==> config.mk <==
export PLATFORM = sky130hd
export DESIGN_NAME = irq_ctrl
export DESIGN_NICKNAME = d
export VERILOG_FILES = /design/src/rtl/irq_ctrl_pkg.sv /design/src/rtl/irq_ctrl.sv
export SDC_FILE = /design/constraint.sdc
export NUM_CORES = 1
export LEC_CHECK = 0
export BUFFER_PORTS_ARGS = -buffer_cell sky130_fd_sc_hd__clkbuf_2
export CORE_ASPECT_RATIO = 0.6
export CORE_MARGIN = 1
export CORE_UTILIZATION = 45
export CTS_BUF_LIST = sky130_fd_sc_hd__clkbuf_8
export DETAILED_ROUTE_END_ITERATION = 16
export GPL_TIMING_DRIVEN = 0
export PLACE_DENSITY = 0.73
export SLEW_MARGIN = 0
export SYNTH_ARGS = -nofsm -noshare
export SYNTH_HDL_FRONTEND = slang
export SYNTH_SLANG_ARGS = --single-unit
==> constraint.sdc <==
create_clock -name i_core_clk -period 13.15 [get_ports i_core_clk]
set_input_delay 1.315 -clock i_core_clk [delete_from_list [all_inputs] [get_ports i_core_clk]]
set_output_delay 1.315 -clock i_core_clk [all_outputs]
set_load 0.005 [all_outputs]
==> src/rtl/irq_ctrl_pkg.sv <==
// Purpose: Shared constants and types for the vectored interrupt controller
// Assumes: Single 50 MHz core clock, synchronous active-low reset
// Notes: Vector index 0..9 maps to addresses 00003H + 8*index
package irq_ctrl_pkg;
    localparam int NUM_SRC = 27;
    localparam int NUM_VEC = 10;
    localparam int VEC_W = 4;
    localparam int SRC_W = 5;
    localparam logic [16:0] VEC_BASE = 17'h00003;
    localparam logic [16:0] VEC_STEP = 17'h00008;

    // Priority levels, ordered top above high above low
    typedef enum logic [1:0] {
        LVL_NONE = 2'b00,
        LVL_LOW = 2'b01,
        LVL_HIGH = 2'b10,
        LVL_TOP = 2'b11
    } level_t;

    // Trigger modes of an external pin detector
    typedef enum logic [2:0] {
        TRIG_RISE = 3'b000,
        TRIG_FALL = 3'b001,
        TRIG_BOTH = 3'b010,
        TRIG_HIGH = 3'b011,
        TRIG_LOW = 3'b100
    } trig_t;

    typedef enum logic [1:0] {
        PWR_RUN = 2'b00,
        PWR_PAUSE = 2'b01,
        PWR_DEEP = 2'b10,
        PWR_XTAL = 2'b11
    } pwr_t;

    // Source bit positions
    localparam int S_EXT_A = 0;
    localparam int S_EXT_B = 1;
    localparam int S_EXT_C = 2;
    localparam int S_TMR0_LO = 3;
    localparam int S_EXT_E = 4;
    localparam int S_EXT_D = 5;
    localparam int S_EXT_F = 6;
    localparam int S_BT0 = 7;
    localparam int S_BT1 = 8;
    localparam int S_TMR0_HI = 9;
    localparam int S_EXT_G = 10;
    localparam int S_TMR1_LO = 11;
    localparam int S_TMR1_HI = 12;
    localparam int S_EXT_H = 13;
    localparam int S_SSER_A = 14;
    localparam int S_UART1_RX = 15;
    localparam int S_UART2_RX = 16;
    localparam int S_SSER_TX = 17;
    localparam int S_UART1_TX = 18;
    localparam int S_UART2_TX = 19;
    localparam int S_ADC = 20;
    localparam int S_TMR6 = 21;
    localparam int S_TMR7 = 22;
    localparam int S_PORT0 = 23;
    localparam int S_TMR4 = 24;
    localparam int S_TMR5 = 25;
    localparam int S_PWM12 = 26;

    // Source to vector map, one 27-bit mask per vector
    localparam logic [NUM_SRC-1:0] VEC_SRC_MAP [NUM_VEC] = '{
        27'h0000001, 27'h0000002, 27'h000001c, 27'h00001e0, 27'h0000600,
        27'h0003800, 27'h001c000, 27'h00e0000, 27'h0700000, 27'h7800000
    };

    // Vectors 0 and 1 choose top or low; the rest choose high or low
    localparam int NUM_TOPCAP = 2;

    // Per-pin trigger capability: bit order rise, fall, both, high, low
    localparam logic [4:0] CAP_AB = 5'h1b;
    localparam logic [4:0] CAP_EDGE3 = 5'h07;

    typedef struct packed {
        logic valid;
        logic [VEC_W-1:0] vec;
        logic [16:0] addr;
        level_t level;
    } grant_t;
endpackage : irq_ctrl_pkg

==> src/rtl/irq_ctrl.sv <==
// Purpose: Multilevel vectored interrupt controller with pin detectors and standby wake-up
// Assumes: Peripheral requests are one-cycle pulses on i_core_clk; pins are asynchronous
// Notes: The core takes a grant with i_ack and signals return with i_reti
//
// Notes on behaviour
// - Three levels exist, top above high above low, used for both arbitration and masking.
// - During service at a level, only requests of a strictly higher level are accepted.
// - Among pending vectors, the one with the highest assigned level is granted.
// - Among equal levels, the smallest vector address wins.
// - Twenty-seven sources are gathered onto ten vectors, several sharing a vector.
// - Vectors at 00003H and 0000BH serve pins a and b and take top or low level.
// - Vectors 00013H to 0002BH serve pins c to h and the timer halves, high or low level.
// - Vectors 00033H to 0004BH serve serial, converter, timer, port and pulse sources, high or low.
// - Pause mode stops the core, keeps peripherals running, and ends on reset or any request.
// - Deep stop ends on reset pin low, pins a b c e f at their level, or a port 0 source.
// - Crystal-keep stop ends on the deep stop events or on a base timer source.
// - The pin e detector supports rising, falling and both edges, never levels.
// - Pin a and b detectors support rising, falling, high and low, never both edges.
// - Pin c, d and f detectors support rising, falling and both edges, never levels.
`timescale 1ns/100ps
module irq_ctrl
    import irq_ctrl_pkg::*;
#(
    parameter int NEST_DEPTH = 3
) (
    input wire logic i_core_clk,
    input wire logic i_rst_n,
    input wire logic [7:0] i_ext_pin,
    input wire logic [NUM_SRC-1:0] i_periph_req,
    input wire logic [NUM_SRC-1:0] i_src_clear,
    input wire logic [NUM_SRC-1:0] i_src_enable,
    input wire trig_t [7:0] i_trig_mode,
    input wire logic [NUM_VEC-1:0] i_vec_upper,
    input wire logic i_ack,
    input wire logic i_reti,
    input wire pwr_t i_pwr_req,
    input wire logic i_reset_pin_n,
    output logic o_irq,
    output grant_t o_grant,
    output logic [NUM_SRC-1:0] o_pending,
    output level_t o_active_level,
    output pwr_t o_pwr_state,
    output logic o_core_halt,
    output logic o_wake
);
    function automatic logic [4:0] pin_cap(input int idx);
        if (idx <= 1) begin
            pin_cap = CAP_AB;
        end else begin
            pin_cap = CAP_EDGE3;
        end
    endfunction : pin_cap

    function automatic level_t vec_level(input int v, input logic upper);
        if (!upper) begin
            vec_level = LVL_LOW;
        end else if (v < NUM_TOPCAP) begin
            vec_level = LVL_TOP;
        end else begin
            vec_level = LVL_HIGH;
        end
    endfunction : vec_level

    // Vector slots are eight bytes apart from the first one
    function automatic logic [16:0] vec_addr(input logic [VEC_W-1:0] v);
        vec_addr = VEC_BASE + 17'(v) * VEC_STEP;
    endfunction : vec_addr

    // Two flops per pin keep metastability away from the detectors
    logic [7:0] pin_s1;
    logic [7:0] pin_s2;
    logic [7:0] pin_prev;
    logic rst_pin_s1;
    logic rst_pin_s2;

    always_ff @(posedge i_core_clk) begin
        if (!i_rst_n) begin
            pin_s1 <= 8'h00;
            pin_s2 <= 8'h00;
            pin_prev <= 8'h00;
        end else begin
            pin_s1 <= i_ext_pin;
            pin_s2 <= pin_s1;
            pin_prev <= pin_s2;
        end
    end

    // Reset pin idles high so no false wake follows reset
    always_ff @(posedge i_core_clk) begin
        if (!i_rst_n) begin
            rst_pin_s1 <= 1'b1;
            rst_pin_s2 <= 1'b1;
        end else begin
            rst_pin_s1 <= i_reset_pin_n;
            rst_pin_s2 <= rst_pin_s1;
        end
    end

    wire [7:0] pin_rise;
    wire [7:0] pin_fall;
    assign pin_rise = pin_s2 & ~pin_prev;
    assign pin_fall = ~pin_s2 & pin_prev;

    // Pin detectors: a mode the pin does not support detects nothing
    logic [7:0] pin_event;
    logic [7:0] pin_level_met;
    always_comb begin
        logic [4:0] cap;
        cap = 5'h00;
        for (int i = 0; i < 8; i++) begin
            cap = pin_cap(i);
            pin_event[i] = 1'b0;
            pin_level_met[i] = 1'b0;
            case (i_trig_mode[i])
                TRIG_RISE: begin
                    pin_event[i] = cap[0] & pin_rise[i];
                    pin_level_met[i] = cap[0] & pin_s2[i];
                end
                TRIG_FALL: begin
                    pin_event[i] = cap[1] & pin_fall[i];
                    pin_level_met[i] = cap[1] & ~pin_s2[i];
                end
                TRIG_BOTH: begin
                    pin_event[i] = cap[2] & (pin_s2[i] ^ pin_prev[i]);
                    pin_level_met[i] = pin_event[i];
                end
                TRIG_HIGH: begin
                    pin_event[i] = cap[3] & pin_s2[i];
                    pin_level_met[i] = pin_event[i];
                end
                TRIG_LOW: begin
                    pin_event[i] = cap[4] & ~pin_s2[i];
                    pin_level_met[i] = pin_event[i];
                end
                default: begin
                    pin_event[i] = 1'b0;
                    pin_level_met[i] = 1'b0;
                end
            endcase
        end
    end

    // Merge pin detectors into the source vector
    wire [NUM_SRC-1:0] raw_req;
    assign raw_req = i_periph_req
        | (NUM_SRC'(pin_event[0]) << S_EXT_A)
        | (NUM_SRC'(pin_event[1]) << S_EXT_B)
        | (NUM_SRC'(pin_event[2]) << S_EXT_C)
        | (NUM_SRC'(pin_event[3]) << S_EXT_D)
        | (NUM_SRC'(pin_event[4]) << S_EXT_E)
        | (NUM_SRC'(pin_event[5]) << S_EXT_F)
        | (NUM_SRC'(pin_event[6]) << S_EXT_G)
        | (NUM_SRC'(pin_event[7]) << S_EXT_H);

    // Pending flags and per-vector requests
    // Disabled sources still collect so that enabling later loses nothing
    logic [NUM_SRC-1:0] pending;
    logic [NUM_VEC-1:0] vec_pend;
    level_t vec_lvl [NUM_VEC];
    always_comb begin
        for (int v = 0; v < NUM_VEC; v++) begin
            vec_pend[v] = |(pending & i_src_enable & VEC_SRC_MAP[v]);
            vec_lvl[v] = vec_level(v, i_vec_upper[v]);
        end
    end

    // Arbiter: highest level, then lowest vector index
    logic [1:0] nest_cnt;
    level_t nest_stack [NEST_DEPTH];
    level_t active_level;
    level_t best_lvl;
    logic [VEC_W-1:0] best_vec;
    logic best_found;
    always_comb begin
        best_lvl = LVL_NONE;
        best_vec = '0;
        best_found = 1'b0;
        for (int v = NUM_VEC - 1; v >= 0; v--) begin
            if (vec_pend[v] && vec_lvl[v] >= best_lvl) begin
                best_lvl = vec_lvl[v];
                best_vec = VEC_W'(v);
                best_found = 1'b1;
            end
        end
    end

    wire accept;
    assign accept = best_found && (best_lvl > active_level);

    // Only the lowest-index pending source of the granted vector is retired on ack
    logic [NUM_SRC-1:0] grant_src;
    always_comb begin
        logic [NUM_SRC-1:0] cand;
        logic taken;
        cand = pending & i_src_enable & VEC_SRC_MAP[o_grant.vec];
        taken = 1'b0;
        grant_src = '0;
        for (int s = 0; s < NUM_SRC; s++) begin
            if (cand[s] && !taken) begin
                grant_src[s] = 1'b1;
                taken = 1'b1;
            end
        end
    end

    wire take;
    assign take = i_ack && o_grant.valid;

    wire [NUM_SRC-1:0] next_pending;
    // Set wins over clear so a same-cycle event is kept
    assign next_pending = raw_req | (pending & ~i_src_clear & ~(take ? grant_src : '0));

    always_ff @(posedge i_core_clk) begin
        if (!i_rst_n) begin
            pending <= '0;
        end else begin
            pending <= next_pending;
        end
    end

    // Next grant, cleared once the core has taken it
    grant_t next_grant;
    always_comb begin
        next_grant = '0;
        if (!take) begin
            next_grant.valid = accept;
            next_grant.vec = best_vec;
            next_grant.addr = vec_addr(best_vec);
            next_grant.level = accept ? best_lvl : LVL_NONE;
        end
    end

    // Grant register presented to the core
    always_ff @(posedge i_core_clk) begin
        if (!i_rst_n) begin
            o_grant <= '0;
        end else begin
            o_grant <= next_grant;
        end
    end

    // Push only while a slot is free; three levels never need more than three
    wire nest_push;
    wire nest_pop;
    assign nest_push = take && (o_grant.level > active_level) && (nest_cnt < 2'(NEST_DEPTH));
    assign nest_pop = i_reti && (nest_cnt != 2'd0);

    // Level nesting stack
    always_ff @(posedge i_core_clk) begin
        if (!i_rst_n) begin
            nest_cnt <= 2'd0;
            active_level <= LVL_NONE;
            for (int i = 0; i < NEST_DEPTH; i++) begin
                nest_stack[i] <= LVL_NONE;
            end
        end else if (nest_push) begin
            nest_stack[nest_cnt] <= active_level;
            nest_cnt <= nest_cnt + 2'd1;
            active_level <= o_grant.level;
        end else if (nest_pop) begin
            nest_cnt <= nest_cnt - 2'd1;
            active_level <= nest_stack[nest_cnt - 2'd1];
        end
    end

    // Standby control
    pwr_t pwr_state;
    pwr_t next_pwr;
    wire any_req;
    wire stop_wake;
    wire xtal_wake;
    assign any_req = |next_pending;
    wire pin_wake;
    wire port_wake;
    wire bt_wake;
    wire next_wake;
    assign pin_wake = pin_level_met[0] || pin_level_met[1] || pin_level_met[2] || pin_level_met[4]
        || pin_level_met[5];
    assign port_wake = raw_req[S_PORT0];
    assign bt_wake = raw_req[S_BT0] || raw_req[S_BT1];
    assign stop_wake = !rst_pin_s2 || pin_wake || port_wake;
    assign xtal_wake = stop_wake || bt_wake;

    always_comb begin
        next_pwr = pwr_state;
        case (pwr_state)
            PWR_RUN: next_pwr = i_pwr_req;
            PWR_PAUSE: next_pwr = any_req ? PWR_RUN : PWR_PAUSE;
            PWR_DEEP: next_pwr = stop_wake ? PWR_RUN : PWR_DEEP;
            PWR_XTAL: next_pwr = xtal_wake ? PWR_RUN : PWR_XTAL;
            default: next_pwr = PWR_RUN;
        endcase
    end

    always_ff @(posedge i_core_clk) begin
        if (!i_rst_n) begin
            pwr_state <= PWR_RUN;
        end else begin
            pwr_state <= next_pwr;
        end
    end

    // Wake pulse marks the single cycle in which standby ends
    assign next_wake = (pwr_state != PWR_RUN) && (next_pwr == PWR_RUN);
    always_ff @(posedge i_core_clk) begin
        if (!i_rst_n) begin
            o_wake <= 1'b0;
        end else begin
            o_wake <= next_wake;
        end
    end

    assign o_irq = o_grant.valid;
    assign o_pending = pending;
    assign o_active_level = active_level;
    assign o_pwr_state = pwr_state;
    // Peripherals keep running in pause; only the core is held
    assign o_core_halt = (pwr_state != PWR_RUN);
endmodule : irq_ctrl

---- After elaboration in Yosys (flattened, before gate mapping) ----
Memory sizes are Yosys's and may differ from the RTL's.
Cells that the tools add are included.
word-level totals
  bits in writable memories ............... 6
  bits in read-only memories .............. 432
  bits in registers ....................... 84
  logic and storage cells ................. 316
  memories ................................ 2
  output and inout bits ................... 58
cells by class
  bitwise logic cells ..................... 33
  add/sub/neg operators ................... 3
  equality and inequality tests ........... 21
  order comparisons ....................... 14
  mux-type cells .......................... 123
  reduce and logical (&&, ||, !) cells .... 106
memory list
  memory            depth  bits a word  rd ports  clocked after memory_dff  write ports  line             RTL
  (name not given)  16     27           1         0                         0            irq_ctrl.sv:195  cand = pending & i_src_enable & VEC_SRC_MAP[o_grant.vec];
  nest_stack        3      2            1         0                         3            irq_ctrl.sv:169  level_t nest_stack [NEST_DEPTH];
operator list
  cell                  number
  $and A27 B27 Y27      4
  $mux W27              3
  $mux W1               68
  $mux W2               28
  $not A27 Y27          2
  $logic_and A1 B1 Y1   42
  $mux W4               10
  $logic_not A1 Y1      27
  $or A27 B1 Y27        1
  $or A27 B11 Y27       1
  $or A27 B14 Y27       1
  $or A27 B2 Y27        1
  $or A27 B27 Y27       1
  $or A27 B3 Y27        1
  $or A27 B5 Y27        1
  $or A27 B6 Y27        1
  $or A27 B7 Y27        1
  $pmux W1 S3           9
  $reduce_or A27 Y1     1
  $eq A3 B1 Y1 const B  8
  $eq A3 B2 Y1 const B  8
  $logic_not A3 Y1      8
  $ge A2 B2 Y1          9
  $reduce_or A3 Y1      6
  other kinds (23)      58

---- Longest topological paths before layout ----
  depth in word-level cells ............... 93
  gate-level depth with buffers ........... 51
  depth with buffers taken out ............ 50

---- Worst setup path before layout ----
OpenSTA, ideal clock, no wires.
  path kind ............................... input to register
  start point ............................. input port i_src_enable[24]
  end point ............................... register o_grant[0] (netlist name)
  slack ................................... 3.160 ns
  required time ........................... 13.092 ns
  stages .................................. 50
  arrival ................................. 9.932 ns
  path buffers ............................ 1
  cell sequence ........................... a22o_1 nor2_1 nor2_1 ha_1 or2b_2 a21o_2 nand2_1 nand2_1 nand2_1 ha_1 and2b_2 nor3_1 o21a_1 ha_1 and2b_2 o32ai_1 o221ai_1 a21oi_1 [... 14 more ...] nand2b_1 o21a_1 a211oi_1 nand2b_4 ha_1 nand2b_1 a21oi_1 a21oi_1 buf_2 mux2i_1 a21oi_1 nand2_1 o31ai_1 ha_1 a21oi_1 o21ai_0 a31oi_1 o311a_2
between the ends
  cells in the longest elaborated chain, start to end .. 35
ends and longest elaborated chain
  element                     line             RTL
  start: declaration          irq_ctrl.sv:31   input wire logic [NUM_SRC-1:0] i_src_enable,
  $and A27 B27 Y27 *          irq_ctrl.sv:162  vec_pend[v] = |(pending & i_src_enable & VEC_SRC_MAP[v]);
  $reduce_or A4 Y1 *          irq_ctrl.sv:162
  $logic_and A1 B1 Y1 *       irq_ctrl.sv:179  if (vec_pend[v] && vec_lvl[v] >= best_lvl) begin
  $mux W2                     irq_ctrl.sv:179
  $ge A2 B2 Y1                irq_ctrl.sv:179
  $logic_and A1 B1 Y1         irq_ctrl.sv:179
  $mux W2                     irq_ctrl.sv:179
  $ge A2 B2 Y1                irq_ctrl.sv:179
  [... 19 more ...]           -
  $mux W2                     irq_ctrl.sv:179
  $ge A2 B2 Y1                irq_ctrl.sv:179
  $logic_and A1 B1 Y1         irq_ctrl.sv:179
  $mux W2                     irq_ctrl.sv:179
  $gt A2 B2 Y1                irq_ctrl.sv:188  assign accept = best_found && (best_lvl > active_level);
  $logic_and A1 B1 Y1         irq_ctrl.sv:188
  $not A1 Y1 (no line)        -
  $reduce_or A3 Y1 (no line)  -
  end signal: assignment      irq_ctrl.sv:238  o_grant <= next_grant;
  end: declaration            irq_ctrl.sv:39   output grant_t o_grant,
Mark *: on every way between the ends. The rest lies on a longest branch, timed or not.
A chain may end at the register's enable or synchronous reset.

---- Final worst setup path ----
Ends and elaborated chain as after synthesis.

==> impl_metrics.json <==
{
  "status": "completed",
  "hold_class": "register to register",
  "dr.pass1.iters": 5,
  "yosys_register_bits": 76,
  "crit_slowest_cell": "a21oi_1",
  "vias": 4988,
  "max_slew_margin_pct": 25.2,
  "crit_arrival_ns": 11.59,
  "fin_area_um2": 6140,
  "multi_input_area_um2": 2890,
  "drtIter0Drc": 320,
  "gp_congestion": 0.901,
  "post_drt_wl_per_cell_um": 16.5,
  "post_route_cells_drive_above_1_share_pct": 30.3,
  "cts.sinks": 76,
  "placed_cell_area_um2": 5930,
  "antenna_cells": 0,
  "initial_core_util_pct": 47.6,
  "cts_setup_buffers": 0,
  "synth_area_per_cell_um2": 8.27,
  "leakage_nw": 2.92,
  "cp_max_fo": 10,
  "seq_area_frac_synth_pct": 33.1,
  "crit_type": "primary input to register",
  "core-area_um2": 10200,
  "fin_crit_ns": 11.28,
  "vdd_drop_max_uv": 68.0,
  "critPathMaxStageDelay_ns": 0.44,
  "clock_latency_ns": 0.37,
  "grt_max_degree": 15,
  "fill_cells": 924,
  "syn-cell-area_um2": 4840,
  "max_slew.worst_pin.slew_ns": 1.12,
  "async_reset_ff_share_pct": 0,
  "vias_per_cell": 5.40,
  "cts-resized-gates": 0,
  "rows": 28,
  "path_clk_slew_ns": 0.08,
  "ctsRootBufferMaster": "clkbuf_8",
  "skew_ns": 0.00945,
  "cts_buffer_depth": 2,
  "grt-ovfl-total": 0,
  "synth-xor-area-share_pct": 0.543,
  "drc": 0,
  "use_met1_pct": 34.7,
  "cts_hold_buf": 0,
  "rsz0062_at_grt": "false",
  "critPathRequiredTime_ns": 13.46,
  "seqCellArea_um2": 1600,
  "synth_cell_type_count": 75,
  "setup_violations": 0,
  "post-place-cells": 908,
  "max_freq_mhz": 88.6,
  "synth_ff_type": "dfxtp_1",
  "grt_pass1_wl_um": 23600,
  "die_area_um2": 11200,
  "layout.nets": 943,
  "critPathLaunchType": "primary input",
  "numCtsBuffers": 9,
  "finalHoldViolCount": 0,
  "fin_hold_ws_ns": 0.426,
  "synth_simple_gate_area_share_pct": 29.8,
  "wl_um": 15200,
  "synth_edf_count": 8,
  "synth.area.mux_share_pct": 1.76,
  "grt_pass1_vias": 4843,
  "syn_inst": 585,
  "dp_hpwl_um": 12700,
  "die_h_um": 82.3,
  "synth_top_family_by_area": "simple AND/OR/NAND/NOR gates",
  "die_w_um": 136,
  "synth_compound_area_share_pct": 19.0,
  "fin_cells": 924,
  "met3_usage_pct": 8.55,
  "syn2layout_area_growth_pct": 26.9,
  "met2_usage_pct": 47.8,
  "cts_tree": "done",
  "powerDensity_nw_per_um2": 113,
  "crit_top_cell": "ha_1",
  "end_kind": "register",
  "top_usage_layer": "met2",
  "antenna_left": 0,
  "cts_max_level": 3,
  "yosys_warnings": 0,
  "slew_viol_final": 0,
  "grt_use_total_pct": 28.1,
  "ios": 188,
  "maxCapViolCount": 0,
  "fin_tns_setup_ns": 0,
  "antenna_found_initial": 0,
  "portBuffers": 176,
  "synth-adder-area-share_pct": 7.71,
  "period_share_pct": 85.8
}
-- worst max-delay path, delay by kind of cell --
family                     cells  cell delay [ns]
and+or+nand+nor               18             3.23
AOI/OAI and AO/OA             21             4.61
muxes                          1             0.16
adders and majority gates      8             1.97
buffers and inverters          2             0.30
-- report_power, final --
group | internal, mW | switching [mW] | leakage, nW
registers | 0.258 | 0.0248 | 0.646
logic | 0.102 | 0.116 | 2.17
clock network | 0.0948 | 0.0951 | 0.105
total | 0.455 | 0.236 | 2.92
-- cells by family after synthesis --
group                    count (synthesis)
flip-flops                              76
AO/OA/AOI/OAI                          132
multiplexers                             6
XOR/XNOR                                 3
other                                    1
AND/OR/NAND/NOR                        251
adder cells (fa/ha/maj)                 30
buffers and inverters                   86
-- through the flow --
step / util [%] / total power [mW] / setup WS [ns]
detailed placement: 58.4 / 0.504 / 1.67
finish: 60.5 / 0.691 / 1.87
global placement: 58.4 / 0.495 / 1.87
floorplan: - / 0.417 / 3.16
CTS: 60.5 / 0.693 / 2.01
global route: 60.5 / 0.737 / 1.13
-- registers in the layout, summed over array words and instances (netlist names) --
signal,flops
o_irq,1
nest_stack,8
rst_pin_s1,1
o_active_level,2
pin_prev,8
o_pending,27
o_wake,1
o_pwr_state,2
o_grant,7
nest_cnt,2
rst_pin_s2,1
pin_s2,8
pin_s1,8
-- Yosys cell counts (all sizes together), types with 3 or more instances --
cell	count	area [um2]
nor3b	3	22.5
a21o	7	56.3
nor2	28	105
xnor2	3	26.3
nor3	9	45.0
or3	4	27.5
or2	3	21.3
or2b	5	41.3
o31a	3	26.3
nand3b	5	37.5
a311oi	3	26.3
buf	18	133
o21ai	16	80.1
and2b	3	26.3
ha	29	363
and3	8	51.3
nand4	11	68.8
a222oi	4	40.0
o31ai	4	30.0
mux2i	4	40.0
a21oi	29	145
o21a	4	30.0
nor2b	28	175
a21boi	5	37.5
a211oi	4	30.0
a2111oi	3	46.3
and2	40	250
edfxtp	8	240
nor4b	3	26.3
inv	57	214
nand2	48	180
dfxtp	68	1360
nand3	18	90.1
a31oi	26	163
clkbuf	11	41.3
nand2b	20	133
nor4	9	83.8
-- cell usage in the layout (no fill, tap or decap), drive strengths merged, types with 5 or more instances in the layout --
cell	count
a21oi	29
a21o	7
nor3	9
a31oi	26
a21boi	5
conb	13
ha	29
nand2b	20
nor2	28
buf	18
nand2	48
and3	8
nor2b	28
and2	40
or2b	5
clkbuf	197
nor4	9
edfxtp	8
inv	59
nand4	11
nand3	18
o21ai	16
nand3b	5
dfxtp	68
-- worst paths after layout --
path	from	endpoint	slack (ns)	depth (start not counted)
worst max-delay path	i_src_enable[24]	o_grant[0]	1.87	50
worst min-delay path	rst_pin_s1	rst_pin_s2	0.43	1
worst max register to register	o_pending[24]	o_grant[0]	2.59	49
worst min register to register	rst_pin_s1	rst_pin_s2	0.43	1
-- area by class of cell --
type | count | area share, %
Buffer | 29 | 2.83
Clock inverter | 6 | 1.16
Inverter | 57 | 3.48
Multi-Input combinational cell | 435 | 47.1
Tap cell | 135 | 2.75
Timing Repair Buffer | 176 | 14.3
Clock buffer | 10 | 2.24
Sequential cell | 76 | 26.1
-- metal layers --
layer	vias up	wire (um)
li1	2440	-
met1	2357	6850
met2	173	6960
met3	18	1230
met4	0	175
met5	-	0
Note: power is estimated with default switching activity, not from simulation.
